### config.mk
export PLATFORM = sky130hd
export DESIGN_NAME = lcd_shared_gpio_port
export DESIGN_NICKNAME = d
export VERILOG_FILES = /design/src/rtl/seg_port_pkg.sv /design/src/rtl/seg_pin_sync.sv /design/src/rtl/lcd_shared_gpio_port.sv
export SDC_FILE = /design/constraint.sdc
export NUM_CORES = 1
export LEC_CHECK = 0
export CAP_MARGIN = 20
export CELL_PAD_IN_SITES_DETAIL_PLACEMENT = 0
export CELL_PAD_IN_SITES_GLOBAL_PLACEMENT = 2
export CORE_MARGIN = 4
export CORE_UTILIZATION = 36
export DETAILED_ROUTE_END_ITERATION = 6
export DONT_BUFFER_PORTS = 1
export PLACE_DENSITY = 0.79
export SYNTH_ARGS = -nofsm -noshare
export SYNTH_HDL_FRONTEND = slang
export SYNTH_HIERARCHICAL = 1
export SYNTH_SLANG_ARGS = --single-unit
### constraint.sdc
create_clock -name ref_clk_i -period 1.9 [get_ports ref_clk_i]
set_clock_uncertainty 0.1 [all_clocks]
set_input_delay 0 -clock ref_clk_i [delete_from_list [all_inputs] [get_ports ref_clk_i]]
set_output_delay 0 -clock ref_clk_i [all_outputs]
set_load 0.005 [all_outputs]
### src/rtl/seg_port_pkg.sv
// Package for the LCD-shared 8-bit port: register indices, widths,
// reset values, segment-select codes and the carrier structs.
// Assumes a single 100 MHz clock and a plain strobe register port.
package seg_port_pkg;

    localparam int unsigned PORT_W   = 8;
    localparam int unsigned ADDR_W   = 4;
    localparam int unsigned DATA_W   = 8;
    localparam int unsigned SEL_W    = 4;
    localparam int unsigned SEG_BASE = 33;

    // Register indices on the plain port
    localparam logic [ADDR_W-1:0] ADDR_DIRECTION = 4'h0;
    localparam logic [ADDR_W-1:0] ADDR_LATCH     = 4'h1;
    localparam logic [ADDR_W-1:0] ADDR_PIN_STATE = 4'h2;
    localparam logic [ADDR_W-1:0] ADDR_LCD_CTRL  = 4'h3;

    localparam logic [PORT_W-1:0] LATCH_RESET     = 8'h00;
    localparam logic [PORT_W-1:0] DIRECTION_RESET = 8'h00;
    localparam logic [SEL_W-1:0]  SELECT_RESET    = 4'h0;
    localparam logic [DATA_W-1:0] UNDEF_READ      = 8'h00;
    localparam logic [DATA_W-1:0] UNMAPPED_READ   = 8'h00;

    localparam logic [SEL_W-1:0] SEL_GPIO = 4'h0;

    typedef enum logic [1:0] {
        PIN_INPUT  = 2'b00,
        PIN_OUTPUT = 2'b01,
        PIN_SEGMENT = 2'b10
    } pin_mode_t;

    typedef struct packed {
        logic [ADDR_W-1:0] addr;
        logic [DATA_W-1:0] wdata;
        logic              wr;
        logic              rd;
    } reg_req_t;

    typedef struct packed {
        logic [PORT_W-1:0] out;
        logic [PORT_W-1:0] oe;
    } pin_drive_t;

endpackage : seg_port_pkg

### src/rtl/seg_pin_sync.sv
// Two-flop synchroniser for the eight port pin inputs.
// Assumes pins are asynchronous to ref_clk_i.
`timescale 1ns/1ns
`default_nettype none
module seg_pin_sync (
    input  wire logic                          ref_clk_i,
    input  wire logic                          rst_i,
    input  wire logic [seg_port_pkg::PORT_W-1:0] pin_i,
    output logic      [seg_port_pkg::PORT_W-1:0] sync_o
);
    import seg_port_pkg::*;

    logic [PORT_W-1:0] meta;

    always_ff @(posedge ref_clk_i) begin
        if (rst_i) begin
            meta   <= LATCH_RESET;
            sync_o <= LATCH_RESET;
        end else begin
            meta   <= pin_i;
            sync_o <= meta;
        end
    end

endmodule : seg_pin_sync
`default_nettype wire

### src/rtl/lcd_shared_gpio_port.sv
// Top of the 8-bit general purpose port whose pins double as LCD
// segment outputs 33 to 40. Registers sit on a plain strobe port.
// Assumes one 100 MHz clock, synchronous active-high reset, and that
// the LCD controller supplies segment levels on seg_level_i.
//
// The placing of the registers and strobed register access are this design's own decisions.
`timescale 1ns/1ns
`default_nettype none

// Contract
// - Eight-bit read/write output latch, reset to zero, drives GPIO outputs.
// - Pin-state read returns latch bit where direction bit is one.
// - Pin-state read returns sampled pin level where direction bit is zero.
// - Pin-state register is read-only; its reset content follows the pins.
// - Port bit n doubles as LCD segment n plus 33, segments 33 to 40.
// - Select field zero: pins are GPIO, direction bit picks in or out.
// - Select codes 0001, 001X, 010X make every pin a segment output.
// - Write-only direction bits reset to zero; one means output in GPIO.
// - Direction register reads undefined value with no side effect.
module lcd_shared_gpio_port (
    input  wire logic                                ref_clk_i,
    input  wire logic                                rst_i,
    input  wire logic [seg_port_pkg::ADDR_W-1:0]     addr_i,
    input  wire logic [seg_port_pkg::DATA_W-1:0]     wdata_i,
    input  wire logic                                wr_i,
    input  wire logic                                rd_i,
    output logic      [seg_port_pkg::DATA_W-1:0]     rdata_o,
    input  wire logic [seg_port_pkg::PORT_W-1:0]     pin_i,
    output logic      [seg_port_pkg::PORT_W-1:0]     pin_o,
    output logic      [seg_port_pkg::PORT_W-1:0]     pin_oe_o,
    input  wire logic [seg_port_pkg::PORT_W-1:0]     seg_level_i,
    output logic                                     seg_mode_o
);
    import seg_port_pkg::*;

    // ------------------------------------------------------------
    // Register state
    // ------------------------------------------------------------
    reg_req_t          req;
    logic [PORT_W-1:0] output_latch;
    logic [PORT_W-1:0] direction;
    logic [SEL_W-1:0]  segment_select;
    logic [PORT_W-1:0] pin_sync;

    assign req = '{addr: addr_i, wdata: wdata_i, wr: wr_i, rd: rd_i};

    // ------------------------------------------------------------
    // Pin input synchroniser
    // ------------------------------------------------------------
    seg_pin_sync u_sync (
        .ref_clk_i (ref_clk_i),
        .rst_i     (rst_i),
        .pin_i     (pin_i),
        .sync_o    (pin_sync)
    );

    // ------------------------------------------------------------
    // Mode decode
    // ------------------------------------------------------------
    function automatic logic is_gpio(input logic [SEL_W-1:0] sel);
        is_gpio = (sel == SEL_GPIO);
    endfunction : is_gpio

    function automatic pin_mode_t pin_mode(input logic gpio,
                                           input logic dir_bit);
        if (!gpio)
            pin_mode = PIN_SEGMENT;
        else if (dir_bit)
            pin_mode = PIN_OUTPUT;
        else
            pin_mode = PIN_INPUT;
    endfunction : pin_mode

    wire gpio_active = is_gpio(segment_select);
    wire hit_dir   = (req.addr == ADDR_DIRECTION);
    wire hit_latch = (req.addr == ADDR_LATCH);
    wire hit_pins  = (req.addr == ADDR_PIN_STATE);
    wire hit_ctrl  = (req.addr == ADDR_LCD_CTRL);

    // ------------------------------------------------------------
    // Pin drive, one mode per bit
    // ------------------------------------------------------------
    pin_drive_t next_drive;

    always_comb begin
        next_drive = '0;
        for (int n = 0; n < PORT_W; n++) begin
            case (pin_mode(gpio_active, direction[n]))
                PIN_OUTPUT: begin
                    next_drive.out[n] = output_latch[n];
                    next_drive.oe[n]  = 1'b1;
                end
                PIN_SEGMENT: begin
                    // Bit n carries segment SEG_BASE + n
                    next_drive.out[n] = seg_level_i[n];
                    next_drive.oe[n]  = 1'b1;
                end
                default: begin
                    next_drive.out[n] = 1'b0;
                    next_drive.oe[n]  = 1'b0;
                end
            endcase
        end
    end

    // ------------------------------------------------------------
    // Read data selection
    // ------------------------------------------------------------
    wire [PORT_W-1:0] pin_state =
        (direction & output_latch) | (~direction & pin_sync);

    logic [DATA_W-1:0] next_rdata;
    always_comb begin
        if (hit_latch)
            next_rdata = output_latch;
        else if (hit_pins)
            next_rdata = pin_state;
        else if (hit_ctrl)
            next_rdata = {{(DATA_W-SEL_W){1'b0}}, segment_select};
        else if (hit_dir)
            next_rdata = UNDEF_READ;
        else
            next_rdata = UNMAPPED_READ;
    end

    // ------------------------------------------------------------
    // Register writes
    // ------------------------------------------------------------
    always_ff @(posedge ref_clk_i) begin
        if (rst_i) begin
            output_latch   <= LATCH_RESET;
            direction      <= DIRECTION_RESET;
            segment_select <= SELECT_RESET;
        end else if (req.wr) begin
            if (hit_latch)
                output_latch <= req.wdata;
            if (hit_dir)
                direction <= req.wdata;
            if (hit_ctrl)
                segment_select <= req.wdata[SEL_W-1:0];
        end
    end

    // ------------------------------------------------------------
    // Registered outputs
    // ------------------------------------------------------------
    always_ff @(posedge ref_clk_i) begin
        if (rst_i) begin
            rdata_o    <= UNMAPPED_READ;
            pin_o      <= LATCH_RESET;
            pin_oe_o   <= LATCH_RESET;
            seg_mode_o <= 1'b0;
        end else begin
            rdata_o    <= req.rd ? next_rdata : UNMAPPED_READ;
            pin_o      <= next_drive.out;
            pin_oe_o   <= next_drive.oe;
            seg_mode_o <= ~gpio_active;
        end
    end

endmodule : lcd_shared_gpio_port
`default_nettype wire

==> results of run 1 <==
kinds of logic (layout without fill, tap and decap cells):
family                 Yosys count  after routing  synth area share [%]
AND/OR/NAND/NOR                 95             95                  25.2
AO/OA/AOI/OAI                   64             64                  14.9
flip-flops                      61             61                  54.2
buffers and inverters           17             64                  3.78
multiplexers                     4              4                  2.00
path summary, 6_finish.rpt:
check / to / startpoint / slack [ps]
worst max-delay path: segment_select[0] / wdata_i[0] / 170
worst min-delay path: output_latch[7] / addr_i[0] / 60
worst max register to register: pin_oe_o[0] / segment_select[0] / 290
worst min register to register: u_sync/sync_o[4] / u_sync/meta[4] / 340
per-layer routing:
metal  routed length, um  share of wire [%]  up-vias
met1                2730                 47      845
met4                  70                1.2        0
met2                2550                 45       56
li1                    -                  -      932
met3                 386                6.7        5
met5                   0                  0        -
worst register-to-register path, cell delays in order, from the launching register on:
cell and delay (ps):
dfxtp_1 330, or4_1 820, nor2_1 180, nor2_1 60
Yosys cell counts (all sizes together):
library cell	instances	share of area (%)
and2b	6	2.3
nor4b	2	1.7
buf	9	2.4
dfxtp	61	54
a221oi	4	1.6
nor2b	12	4.1
nand2b	1	0.28
o21ai	28	6.2
nor2	22	3.7
nor3b	1	0.33
a21oi	32	7.1
or2	1	0.28
nand2	13	2.2
clkbuf	8	1.3
or3b	1	0.39
nand4b	4	1.6
nand4	4	1.1
or4	1	0.33
and4bb	1	0.56
mux2	4	2.0
or4b	1	0.44
nor4	1	0.56
nand3	24	5.3
power by group:
| group | internal [mW] | leakage, nW | switching, mW |
|---|---|---|---|
| registers | 1.31 | 0.496 | 0.0151 |
| clock network | 0.498 | 0.0833 | 0.456 |
| logic | 0.0980 | 0.431 | 0.0948 |
| total | 1.91 | 1.01 | 0.566 |
final cells by class:
class                   count  area (sq um)  area share (%)
well taps                  75          93.8            3.21
repair buffers             49           498            17.0
flip-flops and latches     61          1220            41.7
multi-input cells         163           955            32.6
clock inverters             2          10.0           0.342
clock buffers              13           149            5.09
through the flow:
stage,util [%],hold WS (ps)
2_1_floorplan,-,29.1
3_3_place_gp,38.3,-27.1
3_5_place_dp,38.3,-26.6
4_1_cts,48.6,3.60
5_1_grt,48.9,78.3
6_report,48.9,63.9
registers in the layout, summed over array words and instances (netlist names):
signal / flops
rdata_o: 8
direction: 8
u_sync/sync_o: 8
u_sync/meta: 8
output_latch: 8
seg_mode_o: 1
pin_oe_o: 8
segment_select: 4
pin_o: 8
repair_timing:
| item | 4_1_cts | 5_1_grt |
|---|---|---|
| gates resized for setup | 0 | 1 |
| endpoints found under the hold margin | 61 | 5 |
| hold buffers | 44 | 1 |
| setup endpoints to repair | 0 | 2 |
==> key figures, run 1 <==
Worst setup path
  – Setup crit end kind: register
  – Worst Setup Start Kind: primary input
  – Crit path DAT: between 1500 and 2000 ps
  – Buf/Inv on CP: 3
  – Critical-path maximum fanout: 3
  – CP Class: in -> reg
  – Critical Path Stages: 5
  – Path depth of the worst reg2reg path: 3
  – Crit-path max cell delay: roughly 600 ps
  – Data required time at the worst endpoint: about 2100 ps
  – CP cell instances: dlygate4sd3_1 > nand4_1 > dlygate4sd3_1 > a21oi_1 > dlygate4sd3_1
  – CP max-delay cell: dlygate4sd3_1
  – Critical path's top delay family: buffers and inverters
  – CP most frequent cell: dlygate4sd3_1

Synth
  – Post-synthesis instance area: ~2300 sq um
  – Post-Syn Instances: 241
  – Seq/Total Area, Yosys: between 50% and 60%
  – Yosys Warn Count: 6
  – Syn Area/Cell: between 9 and 10 sq um
  – Flop and latch count out of synthesis: 61
  – Yosys cell types: 28
  – Syn nets: 273

Final layout
  – Synth-to-layout area growth: 29.9%
  – Fillers: 575
  – Share of cells above drive strength 1: between 10 and 15%
  – Most common cell after layout, fill and taps aside: dfxtp_1
  – Number of inserted diodes: 0
  – Non-filler cells, final: between 300 and 400
  – Commonest non-fill, non-tap cells in the layout: 61 x dfxtp_1, 44 x dlygate4sd3_1, 32 x a21oi_1
  – Final Cell Area: between 2000 and 3000 sq um
  – NumNets Final: about 320

Route
  – DR pass1 iterations: 4
  – Total wire length: between 5000 and 6000 um
  – DR WL/cell: 15.8 um
  – DRC: 0
  – Vias per cell: roughly 5
  – Total number of vias: approximately 1800
  – Post-route ant nets: 0
  – First DRT Iteration DRCs: between 100 and 150

Timing
  – RSZ-0062 raised after global routing: false
  – Fmax: roughly 580 MHz
  – Setup_tns: 0 ps
  – Tcrit/Tclk final: roughly 91%
  – Final setup viols: 0
  – Slew @ Worst Pin: between 600 and 700 ps
  – Final worst slack: roughly 170 ps
  – Fin crit period: roughly 1700 ps
  – Relative slew slack: between 50% and 60%
  – Hold Vio Cnt, Final: 0
  – Max-slew violation count: 0

Placed design
  – Area post-placement: 2300 sq um
  – HPWL after DPL: approximately 3500 um
  – Post-Place Cells: between 300 and 400
  – RePlAce Congestion: approximately 0.77
  – Port buffer count: 0
  – Worst slack at placement: approximately 310 ps

Power and ir drop
  – Pleak: approximately 1.0 nW
  – Final Power: 2.47 mW
  – Power Dens Cells: 845 nW/um^2
  – Worst VDD drop: about 0.51 mV

Outcome
  – Outcome: complete, no violations

Hold path
  – Class of the worst hold path: in -> reg
  – WHS Path Cells: 3

Clocking
  – Root Driver: clkbuf_8
  – Reg clk slew, reported paths: about 60 ps
  – Post-CTS setup buffer count: 0
  – TritonCTS Buffers: 9
  – Max clock buf depth: 2
  – Clock Latency Late Sink: 330 ps
  – CTS sink cnt: slightly above 60
  – CTS tree: yes
  – H-tree Lvls: 3

Global routing
  – Vias in the first global route: around 1800
  – Met3 Track Usage GR: 5.20%
  – GR Util met2: 23.6%
  – Gr usage total: around 16%
  – Met1 Track Usage GR: 22.2%
  – GRT overflow: 0
  – Global-route wire length before repair: ~9300 um
  – Largest net degree at the start of global routing: 55
  – Initial antenna violation count: 0
  – GRT Max-Usage Layer: met2

Floorplanning
  – Die Area: between 7000 and 8000 sq um
  – Die H: 87.1 um
  – Initial Utilization: a little under two fifths
  – Core ar.: roughly 6000 sq um
  – Ports: between 50 and 60
  – FP Rows: 28
  – Die X-Extent: 87.1 um

Flow run
  – Max-cap violation count: 0
No activity file was read; power rests on OpenSTA's default activity.
==> inputs of run 2 (changes only) <==
ABC_AREA = 1   (was default)
CORE_UTILIZATION = 34   (was 36)
PLACE_DENSITY = 0.8   (was 0.79)
==> key figures, run 2 <==
Floorplanning
  – Die X-Extent: ~90 um
  – Initial Utilization: 35.6%
  – Die Area: between 8000 and 9000 sq um
  – FP Rows: 29
  – Die H: roughly 90 um
  – Core ar.: approximately 6500 sq um
  – Ports: 57

Final layout
  – Fillers: between 600 and 700
  – Register area: 1220 sq um
  – Most common cell after layout, fill and taps aside: nand2_1
  – Synth-to-layout area growth: 28.9%
  – Commonest non-fill, non-tap cells in the layout: 72 x nand2_1, 61 x dfxtp_1, 42 x dlygate4sd3_1
  – NumNets Final: 373
  – Number of inserted diodes: 0
  – Non-filler cells, final: 420
  – Area of the multi-input gates: between 800 and 900 sq um
  – Final Cell Area: ~3000 sq um
  – Share of cells above drive strength 1: 8.16%

Global routing
  – Largest net degree at the start of global routing: 43
  – Global-route wire length before repair: about 9800 um
  – Vias in the first global route: 1856
  – GRT overflow: 0
  – Gr usage total: ~15%
  – Initial antenna violation count: 0

Synth
  – Area leader, netlist: dfxtp_1
  – Yosys Warn Count: 6
  – Post-synthesis async set-or-reset flop share: 0%
  – Post-synthesis instance area: approximately 2300 sq um
  – Count leader, synth: nand2_1
  – EDFF count, synth: 0
  – Top cells by area, synth: dfxtp_1 53%, nand2_1 12%, nor2_1 5.7%
  – Flop and latch count out of synthesis: 61
  – Top cells by count, synth: 72 x nand2_1, 61 x dfxtp_1, 35 x nor2_1
  – Commonest register cell after synthesis: dfxtp_1
  – Post-Syn Instances: 295
  – Yosys cell types: 20
  – Syn Area/Cell: roughly 7.8 sq um
  – Area share of the largest cell type after synthesis: around 53%
  – Seq/Total Area, Yosys: between 50% and 60%
  – Syn nets: ~330

Clocking
  – Max clock buf depth: 2
  – TritonCTS Buffers: 9
  – H-tree Lvls: 3
  – Reg clk slew, reported paths: around 60 ps
  – Post-cts sizing count: 0
  – Root Driver: clkbuf_8
  – CTS tree: yes
  – Clock Latency Late Sink: 330 ps
  – CTS sink cnt: between 60 and 70

Timing
  – Hold Vio Cnt, Final: 0
  – Slew @ Worst Pin: a little under 600 ps
  – Setup_tns: 0 ps
  – Relative slew slack: 60.1%
  – Max-slew violation count: 0
  – Tcrit/Tclk final: 93.7%
  – Fmax: 562 MHz
  – Final setup viols: 0
  – Final worst slack: ~120 ps
  – RSZ-0062 raised after global routing: false
  – Fin crit period: ~1800 ps

Placed design
  – RePlAce Congestion: about 0.8
  – Port buffer count: 0
  – Area post-placement: 2330 sq um
  – HPWL after DPL: about 3800 um
  – Worst slack at placement: 536 ps
  – Post-Place Cells: approximately 360

Worst setup path
  – Critical-path maximum fanout: 15
  – Crit path DAT: 1950 ps
  – Path depth of the worst reg2reg path: 5
  – CP Class: in -> reg
  – Flop2flop setup slack: between 500 and 600 ps
  – Setup crit end kind: register
  – Data required time at the worst endpoint: 2070 ps
  – Critical register-to-register path startpoint: segment_select[0]
  – Worst Setup Start Kind: primary input
  – Reg2reg end: pin_o[0]

Flow run
  – Max-cap violation count: 0

Power and ir drop
  – Worst VDD drop: between 0.5 and 0.6 mV
  – Pleak: 1.26 nW
  – Final Power: ~2.6 mW
  – Power Dens Cells: just under 900 nW/um^2

Outcome
  – Outcome: complete, no violations

Route
  – Vias per cell: about 4.5
  – DR WL/cell: ~14 um
  – DR pass1 iterations: 4
  – Post-route ant nets: 0
  – DRC: 0
  – First DRT Iteration DRCs: 129
  – Total number of vias: between 1500 and 2000
  – Total wire length: a little under 6000 um

Hold path
  – Worst min-delay path startpoint: addr_i[1]
  – Class of the worst hold path: in -> reg
  – Endpoint, Worst Hold: segment_select[0]
  – WHS Path Cells: 4
run 2: cell count changes after synthesis, moves of 5 or more:
cell / change
nand2_1: +59
clkbuf_1: -6
and2b_2: -6
o21ai_0: -9
a21oi_1: -8
o21ai_1: -8
nor2b_1: -5
nor2b_2: -7
nand4_1: +8
inv_1: +34
nor2_1: +13
run 2: worst max-delay path, stage by stage:
cell           delay [ps]
dlygate4sd3_1         620
nor2_8                240
buf_4                 250
nand4_1               100
dlygate4sd3_1         590
a21oi_1               130
run 2: layer usage:
layer  vias to the layer above  share of wire [%]  track usage (%)
met1                       814                 48             20.5
met3                         9                6.6             6.01
met2                        62                 45             23.1
met4                         0               0.98             4.59
li1                       1020                  -                -
met5                         -                  0                0
run 2: layout make-up:
type	instances	area share [%]
clock buffers	11	5.11
repair buffers	46	15.6
flip-flops and latches	61	41.2
clock inverters	2	1.18
multi-input cells	187	29.0
well taps	77	3.25
inverters	36	4.56
run 2: what timing repair did:
item                      CTS  global route
hold buffers               43             0
hold endpoints to repair   59             0
setup buffers               0             0
run 2: per-stage QoR:
stage / utilization, % / hold slack [ps]
3_5_place_dp: 36.1 / -27.6
3_3_place_gp: 36.1 / -27.3
6_report: 45.9 / 24.4
4_1_cts: 45.9 / 12.3
5_1_grt: 45.9 / 48.8
2_1_floorplan: - / 6.97
run 2: report_power, final:
| group | total, mW | leakage, nW | switching (mW) | internal (mW) |
|---|---|---|---|---|
| Sequential | 1.33 | 0.496 | 0.0162 | 1.31 |
| Clock | 1.10 | 0.0971 | 0.451 | 0.653 |
| Combinational | 0.189 | 0.668 | 0.107 | 0.0817 |
| Total | 2.62 | 1.26 | 0.574 | 2.05 |
run 2: how the worst max path moves through the flow:
| stage | from | end | slack (ps) | cells past startpoint |
|---|---|---|---|---|
| CTS | addr_i[3] | output_latch[7] | 150 | 6 |
| global route | addr_i[3] | output_latch[2] | 40 | 6 |
| floorplan | segment_select[0] | pin_o[0] | 860 | 5 |
| detailed placement | segment_select[0] | pin_o[6] | 540 | 5 |
| finish | addr_i[3] | output_latch[7] | 120 | 6 |
| global placement | segment_select[0] | pin_o[3] | 600 | 5 |
run 2: kinds of logic after synthesis:
kind of cell / share of synthesized area [%]
DFF: 53.1
and+or+nand+nor: 29.8
buffers and inverters: 9.47
AOI/OAI and AO/OA: 7.62
==> inputs of run 3 (changes only) <==
CORE_MARGIN = default   (was 4)
==> key figures, run 3 (synthesis gave the netlist of run 2 again) <==
Outcome
  – Outcome: finished with violations
  – Failing checks: design-rule violations

Global routing
  – Largest net degree at the start of global routing: between 40 and 50
  – Global-route wire length before repair: roughly 10000 um
  – Vias in the first global route: approximately 1900
  – Initial antenna violation count: 0
  – GRT overflow: 0
  – Gr usage total: a little under a fifth

Worst setup path
  – Worst Setup Start Kind: primary input
  – Critical path startpoint: addr_i[2]
  – Crit path DAT: between 1500 and 2000 ps
  – Critical register-to-register path startpoint: segment_select[0]
  – Setup crit end kind: register
  – Data required time at the worst endpoint: between 2000 and 2500 ps
  – Critical-path maximum fanout: 10
  – CP Class: in -> reg

Timing
  – Tcrit/Tclk final: approximately 95%
  – Fin crit period: roughly 1800 ps
  – Hold Vio Cnt, Final: 0
  – Fmax: approximately 550 MHz
  – Relative slew slack: slightly below 60%
  – RSZ-0062 raised after global routing: false
  – Setup_tns: 0 ps
  – Max-slew violation count: 0
  – Final setup viols: 0
  – Fin Hold WS: roughly 15 ps
  – Slew @ Worst Pin: approximately 600 ps

Clocking
  – TritonCTS Buffers: 9
  – CTS sink cnt: 61
  – Clock Latency Late Sink: about 340 ps
  – CTS tree: yes
  – Root Driver: clkbuf_8
  – Reg clk slew, reported paths: around 70 ps
  – H-tree Lvls: 3
  – Max clock buf depth: 2
  – Post-cts sizing count: 0

Floorplanning
  – Die H: 84.2 um
  – Core ar.: approximately 6400 sq um
  – FP Rows: 29
  – Initial Utilization: 35.8%
  – Die X-Extent: about 84 um
  – Die Area: a little over 7000 sq um
  – Ports: 57

Final layout
  – Synth-to-layout area growth: 29.1%
  – Share of cells above drive strength 1: ~9%
  – Final core occ: 46.2%
  – Number of inserted diodes: 0
  – Most common cell after layout, fill and taps aside: nand2_1
  – NumNets Final: roughly 370
  – Commonest non-fill, non-tap cells in the layout: 72 x nand2_1, 61 x dfxtp_1, 41 x dlygate4sd3_1

Placed design
  – Port buffer count: 0
  – RePlAce Congestion: between 0.7 and 0.8
  – HPWL after DPL: approximately 3600 um

Power and ir drop
  – Worst VDD drop: about 0.51 mV
  – Power Dens Cells: just under 900 nW/um^2
  – Pleak: between 1 and 1.5 nW

Hold path
  – Class of the worst hold path: in -> reg
  – Worst min-delay path startpoint: addr_i[1]

Route
  – DRC: 12
  – Total number of vias: slightly below 2000
  – DR pass1 iterations: 6
  – Total wire length: between 5000 and 6000 um
  – Vias per cell: 4.61
  – Post-route ant nets: 0
  – First DRT Iteration DRCs: 85
  – DR WL/cell: approximately 14 um

Flow run
  – Max-cap violation count: 0
-- run 3: changes by cell type in the layout (fill, tap and decap cells not counted), sizes merged --
cell and change:
clkinv +2, clkbuf -1, nor2 +1, dlygate4sd3 -1, clkinvlp +2
-- run 3: timing repair --
item                                    in CTS  in global routing
hold buffers                                42                  0
endpoints found under the hold margin       60                  0
endpoints found under the setup margin       0                  1
setup buffers                                0                  0
-- run 3: report_power, final --
group	leakage (nW)	switching, mW	internal, mW
Sequential	0.496	0.0160	1.31
Combinational	0.669	0.111	0.0823
Clock	0.0923	0.521	0.603
-- run 3: path summary, 6_finish.rpt --
kind         cells past startpoint  slack [ps]                end
max                              6          90    output_latch[3]
min                              4          20  segment_select[2]
max reg2reg                      5         530           pin_o[0]
min reg2reg                      2         300   u_sync/sync_o[1]
-- run 3: critical path, stage by stage --
cell and delay (ps):
dlygate4sd3_1 680, nor2_8 260, buf_4 200, nand4_1 110, dlygate4sd3_1 610, a21oi_1 140
-- run 3: area by class of cell --
cell class / instances / area, sq um
Sequential cell: 61 / 1220
Timing Repair Buffer: 45 / 453
Fill cell: 666 / 3450
Inverter: 36 / 135
Tap cell: 77 / 96.3
Clock inverter: 6 / 63.8
Clock buffer: 10 / 128
Multi-Input combinational cell: 188 / 871
-- run 3: layer usage --
metal	track usage (%)	vias up	share of wire, %
met5	0	-	0
met2	28.5	45	47
met1	22.5	878	47
met4	5.17	0	0.64
met3	7.67	5	5.7
li1	-	1020	-
-- run 3: per-stage QoR --
step           instance area (sq um)  instances  total power, mW  worst slack, ps
2_1_floorplan                   2300        295             1.45              858
3_3_place_gp                    2330        364             1.46              560
3_5_place_dp                    2330        364             1.46              558
4_1_cts                         2960        422             2.67              117
5_1_grt                         2970        423             2.76             11.0
6_report                        2970        423             2.65             91.9
